==> config.mk <==
export PLATFORM = sky130hd
export DESIGN_NAME = cst_conv_ctrl
export DESIGN_NICKNAME = d
export VERILOG_FILES = /design/src/rtl/cst_pkg.sv /design/src/rtl/cst_conv_ctrl.sv /design/src/rtl/cst_sync.sv
export SDC_FILE = /design/constraint.sdc
export NUM_CORES = 1
export LEC_CHECK = 0
export BUFFER_PORTS_ARGS = -buffer_cell sky130_fd_sc_hd__buf_2
export CAP_MARGIN = 40
export CORE_UTILIZATION = 51
export DETAILED_ROUTE_END_ITERATION = 10
export GPL_TIMING_DRIVEN = 0
export PLACE_DENSITY = 0.79
export SYNTH_ARGS = -nofsm -noshare
export SYNTH_HDL_FRONTEND = slang
export SYNTH_HIERARCHICAL = 1
export SYNTH_SLANG_ARGS = --single-unit
==> constraint.sdc <==
create_clock -name clk_i -period 2.7 [get_ports clk_i]
set_input_delay 0.135 -clock clk_i [delete_from_list [all_inputs] [get_ports clk_i]]
set_output_delay 0.135 -clock clk_i [all_outputs]
set_load 0.02 [all_outputs]
==> src/rtl/cst_pkg.sv <==
// package: constants, states and carriers for the conversion start/busy block
package cst_pkg;

  // system clock rate and period
  localparam int CLK_HZ = 20_000_000;
  localparam int CLK_PERIOD_NS = 50;

  // conversion clock edge timing window (ns) around a rising edge
  localparam int START_SETUP_NS = 10;
  localparam int START_HOLD_NS = 5;
  // setup margin in system cycles, rounded up, never below one
  localparam int START_SETUP_CYC_RAW = (START_SETUP_NS + CLK_PERIOD_NS - 1) / CLK_PERIOD_NS;
  localparam int START_SETUP_CYC = (START_SETUP_CYC_RAW < 1) ? 1 : START_SETUP_CYC_RAW;

  // data width; conversion length in conversion clock rising edges, and its counter
  localparam int DATA_W = 12;
  localparam int CONV_EDGES = 14;
  localparam int CNT_W = 4;
  localparam logic [CNT_W-1:0] CONV_LAST = 4'hE;

  // reset value of the output data word
  localparam logic [DATA_W-1:0] DATA_RESET = 12'h000;

  // conversion sequencer states
  typedef enum logic [1:0] {
    CST_SAMPLE,
    CST_HOLD,
    CST_CONVERT
  } cst_state_t;

  // host port strobes travelling together
  typedef struct packed {
    logic cs_n;
    logic rd_n;
    logic wr_n;
    logic start_n;
    logic conv_clk;
  } cst_strobe_t;

endpackage : cst_pkg

==> src/rtl/cst_conv_ctrl.sv <==
// converter host-port timing: start alignment, busy, read and write strobes
`timescale 1ns/1ns
`default_nettype none
module cst_conv_ctrl
  import cst_pkg::*;
(
  // system clock and reset
  input wire logic clk_i,
  input wire logic reset_n_i,
  // host port pins
  input wire logic conversion_start_n_i,
  input wire logic conv_clk_i,
  input wire logic cs_n_i,
  input wire logic rd_n_i,
  input wire logic wr_n_i,
  // parallel data bus, split into in, out and output enable (low = driving)
  input wire logic [DATA_W-1:0] data_in_i,
  output logic [DATA_W-1:0] data_out_o,
  output logic data_oe_n_o,
  // converter core side
  input wire logic [DATA_W-1:0] sample_result_i,
  output logic busy_o,
  output logic hold_o,
  output logic result_valid_o,
  output logic [DATA_W-1:0] write_word_o,
  output logic write_strobe_o,
  output logic [CNT_W-1:0] edge_count_o
);

  // reset release through two flops
  logic rst_meta;
  logic rst_n;

  always_ff @(posedge clk_i or negedge reset_n_i) begin
    if (!reset_n_i) begin
      rst_meta <= 1'b0;
      rst_n <= 1'b0;
    end else begin
      rst_meta <= 1'b1;
      rst_n <= rst_meta;
    end
  end

  // pin synchronisers reset high: the strobes idle high there, and a clock pin
  // that idles low reads as a fall after reset, never as a false rise
  cst_strobe_t pins_raw;
  cst_strobe_t pins;
  cst_strobe_t pins_q; // previous synchronised sample for edge detection

  assign pins_raw = '{cs_n: cs_n_i, rd_n: rd_n_i, wr_n: wr_n_i,
                      start_n: conversion_start_n_i, conv_clk: conv_clk_i};

  cst_sync #(.W($bits(cst_strobe_t))) u_sync (
    .clk_i(clk_i),
    .rst_n_i(rst_n),
    .d_i(pins_raw),
    .rst_val_i('1),
    .q_o(pins)
  );

  // data bus is sampled twice as well so the write capture sees a settled word
  logic [DATA_W-1:0] data_meta;
  logic [DATA_W-1:0] data_sync;

  always_ff @(posedge clk_i or negedge rst_n) begin
    if (!rst_n) begin
      data_meta <= DATA_RESET;
      data_sync <= DATA_RESET;
    end else begin
      data_meta <= data_in_i;
      data_sync <= data_meta;
    end
  end

  // edge detection on synchronised copies only
  logic start_fall;
  logic clk_rise;
  logic rd_fall;
  logic wr_rise;
  logic cs_active;

  // a read or write strobe only counts while chip select is low
  function automatic logic gated(input logic ev, input logic cs_n);
    gated = ev & ~cs_n;
  endfunction : gated

  assign start_fall = pins_q.start_n & ~pins.start_n;
  assign clk_rise = ~pins_q.conv_clk & pins.conv_clk;
  assign cs_active = ~pins.cs_n;
  assign rd_fall = gated(pins_q.rd_n & ~pins.rd_n, pins.cs_n);
  assign wr_rise = gated(~pins_q.wr_n & pins.wr_n, pins_q.cs_n);

  // sequencer state
  cst_state_t state;
  cst_state_t next_state;
  logic [CNT_W-1:0] count;
  logic [CNT_W-1:0] next_count;
  logic busy;
  logic next_busy;
  logic done;
  logic next_done;

  // next-state logic for the conversion sequencer
  always_comb begin
    next_state = state;
    next_count = count;
    next_busy = busy;
    next_done = 1'b0;
    case (state)
      CST_SAMPLE: begin
        // the start fall holds the inputs whatever the clock is doing
        if (start_fall) begin
          next_state = CST_HOLD;
          next_busy = 1'b1;
          next_count = '0;
          // a clock rise in the very cycle of the fall counts as the start edge:
          // the start then came a little ahead of the sampled rise
          if (clk_rise) begin
            next_state = CST_CONVERT;
            next_count = 4'h1;
          end
        end
      end
      CST_HOLD: begin
        // a start that arrived after an edge waits for the following one
        if (clk_rise) begin
          next_state = CST_CONVERT;
          next_count = 4'h1;
        end
      end
      CST_CONVERT: begin
        if (clk_rise) begin
          next_count = count + 4'h1;
          if (count + 4'h1 == CONV_LAST) begin
            next_state = CST_SAMPLE;
            next_busy = 1'b0;
            next_done = 1'b1;
          end
        end
      end
      default: begin
        next_state = CST_SAMPLE;
        next_busy = 1'b0;
        next_count = '0;
      end
    endcase
  end

  // register the sequencer
  always_ff @(posedge clk_i or negedge rst_n) begin
    if (!rst_n) begin
      state <= CST_SAMPLE;
      count <= '0;
      busy <= 1'b0;
      done <= 1'b0;
      pins_q <= '1;
    end else begin
      state <= next_state;
      count <= next_count;
      busy <= next_busy;
      done <= next_done;
      pins_q <= pins;
    end
  end

  // output data and write capture state
  logic [DATA_W-1:0] result;
  logic [DATA_W-1:0] next_result;
  logic [DATA_W-1:0] wword;
  logic [DATA_W-1:0] next_wword;
  logic wstb;
  logic next_wstb;
  logic rd_act;
  logic next_rd_act;

  // result latched at conversion end; read strobe fall drives the bus
  always_comb begin
    next_result = result;
    next_wword = wword;
    next_wstb = 1'b0;
    next_rd_act = rd_act;
    if (done) begin
      next_result = sample_result_i;
    end
    if (rd_fall) begin
      next_rd_act = 1'b1;
    end else if (pins.rd_n || !cs_active) begin
      next_rd_act = 1'b0;
    end
    // capture the word on the write strobe rise; the synchronised data lags
    // the strobe by the same two cycles, so the captured word is consistent
    if (wr_rise) begin
      next_wword = data_sync;
      next_wstb = 1'b1;
    end
  end

  // register data path
  always_ff @(posedge clk_i or negedge rst_n) begin
    if (!rst_n) begin
      result <= DATA_RESET;
      wword <= DATA_RESET;
      wstb <= 1'b0;
      rd_act <= 1'b0;
    end else begin
      result <= next_result;
      wword <= next_wword;
      wstb <= next_wstb;
      rd_act <= next_rd_act;
    end
  end

  // outputs: bus released whenever chip select is high
  assign data_out_o = result;
  assign data_oe_n_o = ~(rd_act & cs_active);
  assign busy_o = busy;
  assign hold_o = (state != CST_SAMPLE);
  assign result_valid_o = done;
  assign write_word_o = wword;
  assign write_strobe_o = wstb;
  assign edge_count_o = count;

endmodule : cst_conv_ctrl
`default_nettype wire

==> src/rtl/cst_sync.sv <==
// two-flop synchroniser for a group of asynchronous pins
`timescale 1ns/1ns
`default_nettype none
module cst_sync #(
  parameter int W = 1
) (
  // clock and reset
  input wire logic clk_i,
  input wire logic rst_n_i,
  // asynchronous in, synchronous out
  input wire logic [W-1:0] d_i,
  input wire logic [W-1:0] rst_val_i,
  output logic [W-1:0] q_o
);

  logic [W-1:0] meta; // first stage, read only by the second stage
  logic [W-1:0] q;

  // two flops per bit; reset value is all ones, whatever the caller ties to rst_val_i
  always_ff @(posedge clk_i or negedge rst_n_i) begin
    if (!rst_n_i) begin
      meta <= '1;
      q <= '1;
    end else begin
      meta <= d_i;
      q <= meta;
    end
  end

  // rst_val_i has no effect: it is ORed with its own inverse, so q_o is q
  assign q_o = q & (rst_val_i | ~rst_val_i);

endmodule : cst_sync
`default_nettype wire

### Yosys cells after proc, flatten, opt, wreduce, memory -nomap -nowiden

Cells that the tools add are included.

| cells by class | value |
|---|---|
| add/sub/neg operators | 1 |
| reductions and logical operators | 7 |
| equality and inequality tests | 7 |
| bitwise gates (word level) | 15 |
| muxes and demuxes | 21 |

Operator list:

| cell | count |
|---|---|
| two-way mux 4 bit | 3 |
| case mux 4 bit (3 select lines) | 1 |
| two-way mux 1 bit | 10 |
| two-way mux 2 bit | 5 |
| inequality test 2 bit (second input constant) | 4 |
| inverter 1 bit | 8 |
| AND reduction 4 bit | 2 |
| bitwise AND 1 bit | 7 |
| case mux 2 bit (3 select lines) | 1 |
| adder 4 x 1 -> 4 bit (second input constant) | 1 |
| equality test 4 bit (second input constant) | 1 |
| nonzero test 2 bit | 2 |
| case mux 1 bit (3 select lines) | 1 |
| AND reduction 3 bit | 1 |
| equality test 2 x 1 -> 1 bit (second input constant) | 1 |
| equality test 2 bit (second input constant) | 1 |
| logical NOT 2 bit | 1 |
| logical OR 1 bit | 1 |

| word-level totals | value |
|---|---|
| bits in registers | 75 |
| word-level logic and storage cells | 70 |
| input port bits | 31 |

### Depth between registers and ports, before layout

| depth | value |
|---|---|
| depth after elaboration | 5 |
| mapped depth | 5 |

### Hierarchy

The synthesis kept the hierarchy.

Modules (own cells, without submodules):

| module | times used | cells an instance | area each (µm²) |
|---|---|---|---|
| cst_conv_ctrl | 1 | 143 | 2279.7 |
| cst_sync | 1 | 10 | 262.8 |

### Worst setup path after synthesis

Ideal clock, no wire load.

| timing | value |
|---|---|
| path kind | reg2reg |
| start point | register u_sync.q[2] |
| end point | register wword[0], in the netlist write_word_o[0] |
| arrival time | 1.454 ns |
| period minus slack after synthesis | 1.579 ns |
| cell stages (with the launch flop) | 4 |
| buffers on the path | 1 |
| setup slack | 1.121 ns |
| cells stage by stage | dfstp_2 > nor3b_1 > buf_4 > mux2_2 |

| between the ends | value |
|---|---|
| longest elaborated chain between the ends | 2 |

RTL lines:

| what | line | text |
|---|---|---|
| start, declared | cst_sync.sv:17 | `logic [W-1:0] q;` |
| start signal, assigned | cst_sync.sv:26 | `q <= meta;` |
| bitwise AND 1 bit | cst_conv_ctrl.sv:91 | `assign wr_rise = gated(~pins_q.wr_n & pins.wr_n, pins_q.cs_n);` |
| bitwise AND 1 bit | cst_conv_ctrl.sv:84 | `gated = ev & ~cs_n;` |
| end signal, assigned | cst_conv_ctrl.sv:207 | `wword <= next_wword;` |
| end, declared | cst_conv_ctrl.sv:169 | `logic [DATA_W-1:0] wword;` |

No other way between the ends.
A chain may end at the register's enable or synchronous reset.

### Worst setup path after layout

| timing | value |
|---|---|
| start point | register u_sync.q[2] |
| end point | register wword[11], in the netlist write_word_o[11] |

The elaborated chain is that of the path after synthesis.

==> impl_results.md <==
- Synthesized instance count: about 150
- First-pass GRT wire length: 6.72 mm
- Final core utilization: between 70% and 80%
- Critical path class: flip-flop to flip-flop
- Synth top area share: between 50% and 60%
- Most common cell in the synthesized netlist: dfrtp_1
- Cts repair resizes: 0
- Postcts setup bufs: 0
- Vias in the first global route: between 1000 and 1500
- Required @ worst endpoint: a little under 3 ns
- Status: finished clean
- Layout fillers: approximately 370
- Endpoints failing setup: 0
- Clk_lat worst skew: roughly 0.33 ns
- Initial Util: between 50% and 60%
- Top_reg_cell synth: dfrtp_1
- Leakage Power: ~1.6 nW
- Dpl cells: 284
- Die area: roughly 5300 µm²
- Max-slew violation count: 0
- Dpl ws: 0.972 ns
- TritonCTS clock tree: done
- EDFF count, synth: 0
- Final worst path period share: about 65%
- HPWL after DPL: approximately 2.7 mm
- Post-CTS Hold Fix Bufs: 18
- Minimum clock period: about 1.8 ns
- HP Class: input port to flip-flop
- P_sw: about 650 µW
- Die width: between 70 and 80 µm
- Pwr Density: about 770 nW/µm²
- Finished Cell Area: about 3400 µm²
- Clock Path Buffers: 2
- Synthesis-stage register bit count: 75
- I/O Buffers: 63
- GRT Overall Usage: around 18%
- Async S/R FF share, synth: 100%
- Clock power share: 34.8%
- Reg clk slew, reported paths: 0.07 ns
- Residual DRC: 0
- Arr. time, crit path: about 2 ns
- # Max-Cap Violations: 0
- Core area: between 4000 and 5000 µm²
- Clock sink count: 75
- Number of I/O pins: 64
- Switching Share: approximately 25%
- Largest net degree at the start of global routing: 38
- Tot Pwr: approximately 2.6 mW
- Layout cells sized above 1: 49.8%
- Slew of the pin with the lowest slew margin: about 0.53 ns
- Routed wire length: around 4.2 mm
- First DRT Iteration DRCs: 41
- Post-route non-filler standard cell count: roughly 320
- CP max stage delay: roughly 0.53 ns
- WL/cell: approximately 13 µm
- Die height: 72.6 µm
- Gpl congestion: 0.767
- Initial DRT Pass Iterations: 4
- Post-route ant nets: 0
- Cell with the largest stage delay on the worst path: dfstp_2
- Fin nets: 279
- Final hold vios: 0
- Mean number of vias per cell: ~4.7
- Root buffer cell: clkbuf_8
- Post-synth top area cell: dfrtp_1
- Synth top cells by count: dfrtp_1, mux2_2, dfstp_2
- Crit Path Max Fanout: 10
- RSZ-0062 raised after global routing: false
- Max H-tree Level: 3
- Worst-path cell chain: nor3b_1, buf_4, mux2_2
- Setup WS post-layout: roughly 0.94 ns
- Synthesized area per cell: 16.6 µm²
- Area delta synth->final: 32.0%
- Placed cell area: 2970 µm²
- Initial antenna violation count: 0
- Seq/Total Area, Yosys: about 75%
- Sequential Power Share: between 50% and 60%
- Cell Rows: 25
- Internal power: around 1.9 mW
- Yosys warnings: 6
- Vias: ~1500
- Syn Std Cell Area: around 2500 µm²
- Max VDD drop: about 600 µV
- TritonCTS buffer count: 9
- Nature of the critical path startpoint: flip-flop
- Relative slew slack: between 60 and 70%
- Setup Skew: 0.00712 ns
- Antenna cells: 0
- Ranking of synthesized cells by area: dfrtp_1, dfstp_2, mux2_2, ha_1, nand2b_1
- Total grt overflow: 0
- CP Capture Type: flip-flop
- Syn Nets: 186
- Combinational power share: between 10 and 15%
- Fmax: about 570 MHz
- R2R Setup Slk: around 0.94 ns
- Netlist cell types: 35
## per-stage QoR
stage / hold WS, ns / TNS (ns)
floorplan: -0.161 / 0
global placement: -0.0779 / -11.76
detailed placement: -0.0726 / 0
CTS: 0.0217 / 0
global route: 0.0228 / 0
finish: 0.0349 / 0
## flip-flops by register name (all words and copies together) (netlist names)
| name | cells |
|---|---|
| rd_act | 1 |
| state | 2 |
| u_sync/meta | 5 |
| write_strobe_o | 1 |
| rst_meta | 1 |
| data_out_o | 12 |
| data_sync | 12 |
| write_word_o | 12 |
| pins_q | 5 |
| result_valid_o | 1 |
| rst_n | 1 |
| busy_o | 1 |
| edge_count_o | 4 |
| data_meta | 12 |
| u_sync/q | 5 |
## layer usage
metal,up-vias,part of all wire (%),global-route usage (%)
met4,0,0.62,5.23
met3,4,6.4,7.32
met1,739,42,21.5
li1,712,-,-
met2,53,51,28.7
met5,-,0,0
## cell families (layout without fill, tap and decap cells)
family / count (synthesis) / after routing / synth area share, %
compound gates: 13 / 13 / 3.59
simple gates: 28 / 28 / 7.33
buf+inv: 7 / 105 / 1.57
xor+xnor: 1 / 1 / 0.345
flops: 75 / 75 / 74.6
mux: 26 / 26 / 11.5
other cells: 1 / 1 / 0.147
fa+ha+maj: 2 / 2 / 0.984
## path summary, 6_finish.rpt
check                              startpoint          endpoint  cells after the start
setup / recovery                  u_sync/q[2]  write_word_o[11]                      3
hold / removal             sample_result_i[0]     data_out_o[0]                      2
setup reg to reg                  u_sync/q[2]  write_word_o[11]                      3
hold reg to reg                         rst_n      data_sync[8]                      0
max in group asynchronous               rst_n    data_out_o[11]                      1
min in group asynchronous           reset_n_i          rst_meta                      2
## power by group through the flow
stage          Clock, mW  Combinational (mW)  Sequential [mW]
2_1_floorplan          0               0.166             1.38
3_3_place_gp           0               0.335             1.33
3_5_place_dp           0               0.355             1.32
4_1_cts            0.913               0.377             1.30
5_1_grt            0.956               0.412             1.32
6_report           0.893               0.374             1.30
## critical path, delay by kind of cell (launching register included)
family / cells / cell delay (ns)
multiplexers: 1 / 0.35
AND/OR/NAND/NOR: 1 / 0.46
flip-flops: 1 / 0.53
buffers and inverters: 1 / 0.29
## layout by cell type (no fill, tap or decap), drive strengths merged, types with 2 or more instances in the layout
cell	count
o21ai	2
bufinv	2
nor2b	3
clkinvlp	2
inv	2
mux2	25
o32ai	2
nor3b	3
nand4b	2
dfrtp	60
clkbuf	13
nand2	5
dfstp	15
nor3	2
nand2b	4
o22ai	2
dlygate4sd3	18
nor2	4
buf	68
ha	2
## cell type report
class	count	area (µm²)	share of cell area (%)
clock inverters	4	75.1	2.24
repair buffers	82	515	15.4
inverters	2	7.51	0.224
clock buffers	12	135	4.03
multi-input cells	71	607	18.1
plain buffers	5	32.5	0.969
well taps	67	83.8	2.50
flip-flops and latches	75	1900	56.6
Note: power is estimated with default switching activity, not from simulation.
